[src/asr_consts.svh]
// Shared constants for the converter readout block
`ifndef ASR_CONSTS_SVH
`define ASR_CONSTS_SVH

// -----------------------------------------------------------------
// Timing
// -----------------------------------------------------------------
`define ASR_CONV_TIME_US  16600
`define ASR_MCLK_MHZ      250
`define ASR_CONV_CYCLES   (`ASR_CONV_TIME_US * `ASR_MCLK_MHZ)

// -----------------------------------------------------------------
// Result and serial framing
// -----------------------------------------------------------------
`define ASR_RES_W         16
`define ASR_RES_MSB       15
`define ASR_CNT_W         23
`define ASR_BIT_W         4
`define ASR_BIT_FIRST     4'h0
`define ASR_BIT_LAST      4'hf
`define ASR_BIT_STEP      4'h1
`define ASR_SYNC_W        2
`define ASR_SYNC_SEL      0
`define ASR_SYNC_SCK      1
`define ASR_RES_RST       16'h0000
`define ASR_CNT_RST       23'h00_0000

`endif

[src/asr_pkg.sv]
// Types for the converter readout block
package asr_pkg;

  // -----------------------------------------------------------------
  // Sequencer states, Gray along convert, hold, readout
  // -----------------------------------------------------------------
  typedef enum logic [1:0] {
    ASR_CONVERT = 2'h0,
    ASR_HOLD    = 2'h1,
    ASR_READOUT = 2'h3
  } asr_state_t;

endpackage : asr_pkg

[src/asr_readout.sv]
// Conversion sequencer and serial result readout
`timescale 1ns/1ps
`include "asr_consts.svh"

module asr_readout #(
  parameter int CONV_CYCLES = `ASR_CONV_CYCLES
) (
  input  wire logic                  mclk,
  input  wire logic                  nrst,
  input  wire logic                  select_n,
  input  wire logic                  shift_clock_in,
  input  wire logic [`ASR_RES_W-1:0] sample_in,
  output logic                       serial_out_pin,
  output logic                       serial_out_oe,
  output logic                       result_ready
);

  // -----------------------------------------------------------------
  // Pin synchronisation and edges
  // -----------------------------------------------------------------
  logic [`ASR_SYNC_W-1:0] pins_s;
  logic                   sel_s;
  logic                   sck_s;
  logic                   sel_d;
  logic                   sck_d;
  logic                   sck_fall;
  logic                   sel_rise;

  asr_sync u_sync (
    .mclk     (mclk),
    .nrst     (nrst),
    .async_in ({shift_clock_in, select_n}),
    .sync_out (pins_s)
  );

  assign sel_s    = pins_s[`ASR_SYNC_SEL];
  assign sck_s    = pins_s[`ASR_SYNC_SCK];
  assign sck_fall = sck_d & ~sck_s;
  assign sel_rise = sel_s & ~sel_d;

  always_ff @(posedge mclk) begin
    if (!nrst) begin
      sel_d <= 1'b1;
      sck_d <= 1'b1;
    end else begin
      sel_d <= sel_s;
      sck_d <= sck_s;
    end
  end

  // -----------------------------------------------------------------
  // Sequencer
  // -----------------------------------------------------------------
  localparam logic [`ASR_CNT_W-1:0] CONV_LAST = `ASR_CNT_W'(CONV_CYCLES - 1);

  asr_pkg::asr_state_t            state;
  asr_pkg::asr_state_t            next_state;
  logic [`ASR_CNT_W-1:0]          conv_cnt;
  logic [`ASR_RES_W-1:0]          result;
  logic [`ASR_RES_W-1:0]          shreg;
  logic [`ASR_RES_W-2:0]          shreg_low;
  logic [`ASR_BIT_W-1:0]          bit_cnt;
  logic                           conv_done;
  logic                           start_read;

  assign conv_done  = (conv_cnt == CONV_LAST);
  assign start_read = !sel_s && !sck_s;
  assign shreg_low  = shreg[`ASR_RES_MSB-1:0];

  always_comb begin
    next_state = state;
    case (state)
      asr_pkg::ASR_CONVERT: begin
        // Only reset stops a running conversion
        if (conv_done) begin
          next_state = asr_pkg::ASR_HOLD;
        end
      end
      asr_pkg::ASR_HOLD: begin
        if (start_read) begin
          next_state = asr_pkg::ASR_READOUT;
        end
      end
      asr_pkg::ASR_READOUT: begin
        if (sel_rise || (sck_fall && bit_cnt == `ASR_BIT_LAST)) begin
          next_state = asr_pkg::ASR_CONVERT;
        end
      end
      default: begin
        next_state = asr_pkg::ASR_CONVERT;
      end
    endcase
  end

  always_ff @(posedge mclk) begin
    if (!nrst) begin
      state <= asr_pkg::ASR_CONVERT;
    end else begin
      state <= next_state;
    end
  end

  always_ff @(posedge mclk) begin
    if (!nrst) begin
      conv_cnt <= `ASR_CNT_RST;
    end else if (state == asr_pkg::ASR_CONVERT && !conv_done) begin
      conv_cnt <= conv_cnt + `ASR_CNT_W'(1);
    end else begin
      conv_cnt <= `ASR_CNT_RST;
    end
  end

  // Result stays static through hold, however long the host waits
  always_ff @(posedge mclk) begin
    if (!nrst) begin
      result <= `ASR_RES_RST;
    end else if (state == asr_pkg::ASR_CONVERT && conv_done) begin
      result <= sample_in;
    end
  end

  // -----------------------------------------------------------------
  // Shift register
  // -----------------------------------------------------------------
  always_ff @(posedge mclk) begin
    if (!nrst) begin
      shreg   <= `ASR_RES_RST;
      bit_cnt <= `ASR_BIT_FIRST;
    end else if (state == asr_pkg::ASR_HOLD && start_read) begin
      shreg   <= result;
      bit_cnt <= `ASR_BIT_FIRST;
    end else if (state == asr_pkg::ASR_READOUT && sck_fall) begin
      shreg   <= {shreg_low, 1'b0};
      bit_cnt <= bit_cnt + `ASR_BIT_STEP;
    end
  end

  // -----------------------------------------------------------------
  // Data pin
  // -----------------------------------------------------------------
  // Busy reads high, done-and-holding reads low
  always_ff @(posedge mclk) begin
    if (!nrst) begin
      serial_out_pin <= 1'b1;
    end else begin
      case (state)
        asr_pkg::ASR_READOUT: serial_out_pin <= shreg[`ASR_RES_MSB];
        asr_pkg::ASR_HOLD:    serial_out_pin <= 1'b0;
        default:              serial_out_pin <= 1'b1;
      endcase
    end
  end

  always_ff @(posedge mclk) begin
    if (!nrst) begin
      serial_out_oe <= 1'b0;
    end else begin
      serial_out_oe <= !sel_s;
    end
  end

  always_ff @(posedge mclk) begin
    if (!nrst) begin
      result_ready <= 1'b0;
    end else begin
      result_ready <= (next_state != asr_pkg::ASR_CONVERT);
    end
  end
endmodule : asr_readout

[src/asr_sync.sv]
// Two-flop synchronisers for the pin inputs
`timescale 1ns/1ps
`include "asr_consts.svh"

module asr_sync (
  input  wire logic                   mclk,
  input  wire logic                   nrst,
  input  wire logic [`ASR_SYNC_W-1:0] async_in,
  output logic      [`ASR_SYNC_W-1:0] sync_out
);

  // -----------------------------------------------------------------
  // Synchroniser chains
  // -----------------------------------------------------------------
  // Resets high so an idle select reads as deselected
  logic [`ASR_SYNC_W-1:0] meta;

  for (genvar i = 0; i < `ASR_SYNC_W; i++) begin : g_sync
    always_ff @(posedge mclk) begin
      if (!nrst) begin
        meta[i]     <= 1'b1;
        sync_out[i] <= 1'b1;
      end else begin
        meta[i]     <= async_in[i];
        sync_out[i] <= meta[i];
      end
    end
  end

endmodule : asr_sync
[config.mk]
export PLATFORM = sky130hd
export DESIGN_NAME = asr_readout
export DESIGN_NICKNAME = d
export VERILOG_FILES = /design/src/asr_pkg.sv /design/src/asr_readout.sv /design/src/asr_sync.sv
export VERILOG_INCLUDE_DIRS = /design/src
export SDC_FILE = /design/constraint.sdc
export NUM_CORES = 1
export LEC_CHECK = 0
export BUFFER_PORTS_ARGS = -buffer_cell sky130_fd_sc_hd__buf_2
export CAP_MARGIN = 40
export CORE_MARGIN = 3
export CORE_UTILIZATION = 25
export CTS_CLUSTER_DIAMETER = 120
export DETAILED_ROUTE_END_ITERATION = 7
export GPL_ROUTABILITY_DRIVEN = 0
export GPL_TIMING_DRIVEN = 0
export PLACE_DENSITY = 0.4
export SLEW_MARGIN = 10
export SYNTH_ARGS = -nofsm -noshare
export SYNTH_HDL_FRONTEND = slang
export SYNTH_SLANG_ARGS = --single-unit
[constraint.sdc]
create_clock -name mclk -period 2.93 [get_ports mclk]
set_clock_uncertainty 0.1 [all_clocks]
set_input_delay 0.879 -clock mclk [delete_from_list [all_inputs] [get_ports mclk]]
set_output_delay 0.879 -clock mclk [all_outputs]
set_load 0.005 [all_outputs]
==> key figures, run 1 <==
Run status
  • Status: completed

Yosys
  • Register area share after synthesis: 0.459
  • Largest family of logic cells by synthesized area: simple AND/OR/NAND/NOR gates
  • Top FF cell, synth: dfxtp_1
  • Mapped Cells: 330
  • Mux contribution to synthesized area: 0.0525
  • Yosys reg bits: 70
  • Synth Cell Area: around 0.003 mm²
  • Post-synth EDFFs: 0
  • Post-Synth Simple-Gate Area: 0.230
  • XOR/XNOR share of the synthesized area: 0.0517
  • Synth Area in Compound Gates: 0.152
  • Post-Synth Adder-Cell Area: 0.00820
  • Net Count, Synth: 352
  • Post-synth ARST share: 0
  • Mean area per synthesized cell: 9.25 µm²
  • Yosys cell types: 40
  • Yosys warns: 0

Power
  • Worst vdd ir: just over 300 µV
  • Leakage: 1.57 nW
  • Pwr per Cell Area: approximately 580 mW/mm²

STA
  • Final Max Slew Viols: 0
  • Final min period: 2240 ps
  • F_max: about 0.45 GHz
  • Crit share post-route: 0.765
  • Relative slew slack: 0.492
  • Slew @ Worst Pin: 760 ps
  • Setup TNS: 0 ps
  • Final hold vios: 0
  • RSZ-0062 raised after global routing: false
  • # setup viols final: 0

Global route
  • Pin count of the biggest net entering global routing: 13
  • Tot GR Track Use: 0.119
  • Vias in the first global route: between 2,000 and 2,500
  • Total gr overflow: 0
  • Initial antenna violation count: 0
  • First-pass GRT wire length: 12.3 mm

Clock tree
  • CTS Root Cell: clkbuf_16
  • CTS tree: built
  • CTS H-tree lvls: 3
  • Clock net sink count: 70
  • Worst-skew pair later-pin latency: 330 ps
  • CTS Hold Bufs: 0
  • CTS resizes: 0
  • Worst-path clk slew: 60 ps
  • Post-CTS Setup Repair Bufs: 0
  • Total CTS buffers: 9
  • Clock Tree Buf Depth: 2

Floorplanning
  • Starting Density: 0.262
  • Die Wd: 116 µm
  • Die height: 116 µm
  • CORE AREA: 0.0117 mm²
  • Die area: 0.0136 mm²
  • Site Rows: 39
  • IO Count: 23

Critical path
  • Crit path from: state[0]
  • Worst path cell trace: nor2_1 > nand4_1 > clkbuf_1 > o21ai_0 > a21boi_0
  • FF-to-FF path depth: 5
  • Max FO, Critical Path: 10
  • Arrival @ worst endpoint: 2350 ps
  • Critical Path End: result[15]
  • Crit end category: register
  • CP Launch Type: register
  • Worst setup path class: register to register
  • Reg-to-Reg Start: state[0]
  • Largest stage delay on the critical path: approximately 620 ps
  • Slowest cell on crit path: nor2_1
  • Reg2reg end: result[15]
  • Reg2reg setup slack: between 600 and 700 ps
  • Required time of the critical path: a little over 3000 ps

Placed design
  • Detailed placement HPWL: between 5 and 6 mm
  • Buffers on Ports: 21

Cells and area
  • Commonest non-fill, non-tap cell in the layout: dfxtp_1
  • Ratio of cells with drive above 1 in the final layout: 0.134
  • Final net count: ~380
  • Most frequent cells in the layout: 70 x dfxtp_1, 28 x nor2_1, 27 x nand2_1
  • Core Util, Final: 0.312
  • Diode count: 0
  • Area grow syn2layout: 19.2%

Flow run
  • Max Cap Viol: 0

Routing
  • Max Used Layer: met4
  • Detailed-route DRC error count: 0
  • Via count: 2,377
  • Met2 WL: 3.49 mm
  • Final ANT Viol Nets: 0
  • TritonRoute pass-1 iters: 4
  • WL/cell: 14.4 µm
  • Wl on met1: 3.53 mm
  • Total Wirelength: 7.32 mm
  • Post-DR vias/cell: 4.66
  • Met3 Routed Length: 211 µm
  • Initial DRC count: between 80 and 90

Worst hold path
  • Hold Path Class: register to register
[worst min-delay path by stage]
stage / end / cells after the start / from / slack, ps
global placement: u_sync.sync_out[1] / 1 / u_sync.meta[1] / 290
CTS: u_sync.sync_out[1] / 1 / u_sync.meta[1] / 300
finish: u_sync.sync_out[1] / 1 / u_sync.meta[1] / 300
global route: u_sync.sync_out[0] / 1 / u_sync.meta[0] / 340
detailed placement: u_sync.sync_out[1] / 1 / u_sync.meta[1] / 290
floorplan: u_sync.sync_out[0] / 1 / u_sync.meta[0] / 290
[metal layers]
metal / vias to the layer above / global-route usage
met5: - / 0
met4: 0 / 0.0464
met3: 8 / 0.0347
met2: 30 / 0.189
met1: 1092 / 0.152
li1: 1247 / -
[power by group]
group,internal [mW],total (mW),switching [mW]
registers,0.959,0.965,0.00533
logic,0.0219,0.0480,0.0261
clock network,0.682,1.10,0.416
total,1.66,2.11,0.447
[synth_stat cells (all sizes together) (2+ instances only)]
master | count | share of area
mux2i | 16 | 0.052
nor4b | 2 | 0.0057
inv | 6 | 0.0074
a21oi | 6 | 0.0098
and2 | 3 | 0.0066
nor2 | 28 | 0.034
buf | 6 | 0.010
or3 | 5 | 0.011
a21boi | 19 | 0.047
nand2 | 27 | 0.033
nor4 | 4 | 0.0082
nor2b | 2 | 0.0041
and3 | 6 | 0.013
ha | 2 | 0.0082
xnor2 | 13 | 0.037
o21ai | 23 | 0.038
nand2b | 5 | 0.010
and4 | 2 | 0.0057
nor3 | 3 | 0.0049
dfxtp | 70 | 0.46
xor2 | 5 | 0.014
nand3 | 13 | 0.021
nand4 | 24 | 0.054
nand4b | 3 | 0.0086
o211a | 15 | 0.049
clkbuf | 16 | 0.030
[registers in the layout, summed over array words and instances, names as in the netlist]
name	flops
conv_cnt	23
result	16
shreg	16
sck_d	1
sel_d	1
serial_out_pin	1
u_sync.meta	2
state	2
result_ready	1
bit_cnt	4
serial_out_oe	1
u_sync.sync_out	2
[metrics by stage]
step	instances	worst slack [ps]	power [mW]	hold slack, ps	area (µm²)
finish	510	687	2.11	303	3640
global route	510	502	2.19	339	3640
CTS	510	740	2.15	301	3640
detailed placement	494	763	1.04	294	3340
global placement	494	767	1.03	289	3340
floorplan	330	1040	1.01	286	3050
[cell type report]
cell class              count  area, µm²
multi-input cells         232       1510
fillers                  1216       8030
inverters                   6       22.5
repair buffers             21        105
plain buffers              22        121
well taps                 143        179
clock inverters             5       58.8
clock buffers              11        243
flip-flops and latches     70       1400
[logic make-up (layout without fill, tap and decap cells)]
kind of cell / count (synthesis) / in the layout
simple gates: 130 / 130
fa+ha+maj: 2 / 2
flops: 70 / 70
compound gates: 66 / 66
buf+inv: 28 / 65
mux: 16 / 16
xor+xnor: 18 / 18
[worst max-delay path, delay by kind of cell, from the launching register on]
family,cells,cell delay (ps)
AND/OR/NAND/NOR,2,1050
AO/OA/AOI/OAI,2,310
buffers and inverters,1,310
flip-flops,1,370
No activity file was read; power rests on OpenSTA's default activity.
==> inputs of run 2 (changes only) <==
Settings changed: ABC_AREA from default to 1.
Clock period 2.93 ns to 2.2 ns, I/O delays scaled along.
==> key figures, run 2 <==
Floorplanning
  • Site Rows: 41 (was 39)
  • Die Wd: 121 µm (was 116 µm)
  • Starting Density: 0.260 (was 0.262)
  • CORE AREA: 0.0128 mm² (was 0.0117 mm²)
  • Die area: 0.0147 mm² (was 0.0136 mm²)
  • IO Count: 23 (unchanged)
  • Die height: 121 µm (was 116 µm)

Global route
  • First-pass GRT wire length: 13.4 mm (was 12.3 mm)
  • Initial antenna violation count: 0 (unchanged)
  • Total gr overflow: 0 (unchanged)
  • Vias in the first global route: 2,738 (was 2,348)
  • Pin count of the biggest net entering global routing: 11 (was 13)
  • Tot GR Track Use: 0.117 (was 0.119)

Clock tree
  • Worst-skew pair later-pin latency: 330 ps (about the same)
  • Total CTS buffers: 9 (unchanged)
  • Clock Tree Buf Depth: 2 (unchanged)
  • CTS H-tree lvls: 3 (unchanged)
  • Post-CTS Setup Repair Bufs: 0 (unchanged)
  • CTS Root Cell: clkbuf_16 (unchanged)
  • CTS resizes: 0 (unchanged)
  • CTS tree: built (unchanged)
  • Worst-path clk slew: 50 ps (was 60 ps)
  • CTS Hold Bufs: 0 (unchanged)
  • Clock net sink count: 70 (unchanged)

Yosys
  • Mapped Cells: 487 (was 330)
  • Post-synth EDFFs: 0 (unchanged)
  • Yosys reg bits: 70 (unchanged)
  • Mean area per synthesized cell: 6.81 µm² (was 9.25 µm²)
  • Yosys warns: 0 (unchanged)
  • Register area share after synthesis: 0.422 (was 0.459)
  • Area contributors post-synth: dfxtp_1 42%, nand2_1 15%, inv_1 9.5% (was dfxtp_1 46%, mux2i_1 5.2%, o211a_1 4.9%)
  • Post-synth top cells: 134 x nand2_1, 84 x inv_1, 70 x dfxtp_1, 64 x nor2_1, 20 x nand4_1 (was 70 x dfxtp_1, 28 x nor2_1, 27 x nand2_1, 23 x nand4_1, 23 x o21ai_0)
  • Synth Cell Area: 0.00332 mm² (was 0.00305 mm²)
  • Top-area cell type share of the netlist area: 0.422 (was 0.459)
  • Post-synth ARST share: 0 (unchanged)
  • Most frequent cell after synthesis: nand2_1 (was dfxtp_1)
  • Yosys cell types: 29 (was 40)
  • Cell taking the most area after synthesis: dfxtp_1 (unchanged)
  • Net Count, Synth: 509 (was 352)
  • Top FF cell, synth: dfxtp_1 (unchanged)

Critical path
  • FF-to-FF path depth: 9 (was 5)
  • Crit end category: register (unchanged)
  • CP Launch Type: register (unchanged)
  • Arrival @ worst endpoint: 2030 ps (was 2350 ps)
  • Reg2reg end: result[15] (unchanged)
  • Required time of the critical path: 2330 ps (was 3040 ps)
  • Reg2reg setup slack: 300 ps (was 690 ps)
  • Max FO, Critical Path: 10 (unchanged)
  • Worst setup path class: register to register (unchanged)
  • Reg-to-Reg Start: conv_cnt[0] (was state[0])

Routing
  • WL/cell: 11.2 µm (was 14.4 µm)
  • Via count: 2,888 (was 2,377)
  • Total Wirelength: 7.76 mm (was 7.32 mm)
  • Initial DRC count: 177 (was 86)
  • Final ANT Viol Nets: 0 (unchanged)
  • TritonRoute pass-1 iters: 4 (unchanged)
  • Post-DR vias/cell: 4.16 (was 4.66)
  • Detailed-route DRC error count: 0 (unchanged)

Run status
  • Status: completed (unchanged)

STA
  • Final min period: 1900 ps (was 2240 ps)
  • Slew @ Worst Pin: 552 ps (was 760 ps)
  • Final Max Slew Viols: 0 (unchanged)
  • # setup viols final: 0 (unchanged)
  • Setup TNS: 0 ps (unchanged)
  • RSZ-0062 raised after global routing: false (unchanged)
  • Final hold vios: 0 (unchanged)
  • Relative slew slack: 0.632 (was 0.492)
  • F_max: 0.526 GHz (was 0.446 GHz)
  • Crit share post-route: 0.863 (was 0.765)
  • Worst hold slack: 314 ps (was 303 ps)

Worst hold path
  • Worst hold endpoint: u_sync.sync_out[0] (was u_sync.sync_out[1])
  • Hold Path Class: register to register (unchanged)
  • Hold depth: 1 (unchanged)
  • Critical hold path startpoint: u_sync.meta[0] (was u_sync.meta[1])

Cells and area
  • Area grow syn2layout: 17.4% (was 19.2%)
  • Biggest regs: conv_cnt x23, result x16, shreg x16 (unchanged)
  • Register with the most flip-flops: conv_cnt (unchanged)
  • Max FFs per register: 23 (unchanged)
  • Ratio of cells with drive above 1 in the final layout: 0.146 (was 0.134)
  • Filler cells: 1,429 (was 1,216)
  • Multi-input gate area: 0.00149 mm² (was 0.00151 mm²)
  • Storage element area: 0.00140 mm² (unchanged)
  • Core Util, Final: 0.305 (was 0.312)
  • Most frequent cells in the layout: 134 x nand2_1, 84 x inv_1, 70 x dfxtp_1 (was 70 x dfxtp_1, 28 x nor2_1, 27 x nand2_1)
  • Diode count: 0 (unchanged)
  • Commonest non-fill, non-tap cell in the layout: nand2_1 (was dfxtp_1)
  • Final net count: 541 (was 384)

Placed design
  • Detailed placement HPWL: 5.72 mm (was 5.16 mm)
  • Buffers on Ports: 21 (unchanged)

Power
  • Pwr per Cell Area: 680 mW/mm² (was 580 mW/mm²)
  • PnR Total Power: 2.65 mW (was 2.11 mW)
  • Worst vdd ir: 292 µV (was 309 µV)
  • Leakage: 1.57 nW (about the same)

Flow run
  • Max Cap Viol: 0 (unchanged)
==> run 2: per-stage QoR <==
stage,instance area [µm²],setup WS (ps),std cells
3_5_place_dp,3640,109,680
6_report,3890,301,694
3_3_place_gp,3640,167,680
2_1_floorplan,3320,604,487
4_1_cts,3890,250,694
5_1_grt,3890,106,694
==> run 2: worst max-delay path: stages, from the launching register on <==
cell,delay [ps]
dfxtp_1,360
ha_1,200
nand2_2,130
nor2_8,150
nand3_1,100
nor2_2,300
buf_4,240
nand4_1,90
nand2_1,90
nor2_1,40
==> run 2: logic make-up (layout without fill, tap and decap cells) <==
kind of cell               count (synthesis)  in the layout  synth area share
and+or+nand+nor                          270            270             0.364
buffers and inverters                    103            138             0.129
DFF                                       70             70             0.422
AOI/OAI and AO/OA                         36             36            0.0615
xor gates and xnor gates                   6              6            0.0158
adders and majority gates                  2              2           0.00754
==> run 2: cell type report <==
cell class	instances	area share
inverters	87	0.0838
clock buffers	12	0.0633
multi-input cells	314	0.383
well taps	172	0.0553
clock inverters	2	0.00257
flip-flops and latches	70	0.360
plain buffers	16	0.0257
repair buffers	21	0.0270
==> run 2: how the worst max path moves through the flow <==
stage,from,to,cells after the start
2_1_floorplan,nrst,conv_cnt[13],6
3_3_place_gp,nrst,conv_cnt[21],6
3_5_place_dp,nrst,conv_cnt[4],6
4_1_cts,conv_cnt[0],result[14],9
5_1_grt,conv_cnt[0],result[13],9
6_report,conv_cnt[0],result[15],9
==> run 2: power by group <==
part,internal [mW],total (mW),switching (mW)
logic,0.0298,0.0756,0.0458
registers,1.28,1.28,0.00478
clock network,0.777,1.29,0.511
==> run 2: layer usage <==
| metal | vias up | track usage | routed length (µm) |
|---|---|---|---|
| li1 | 1554 | - | - |
| met1 | 1289 | 0.158 | 4050 |
| met2 | 38 | 0.174 | 3250 |
| met3 | 7 | 0.0457 | 357 |
| met4 | 0 | 0.0364 | 101 |
| met5 | - | 0 | 0 |
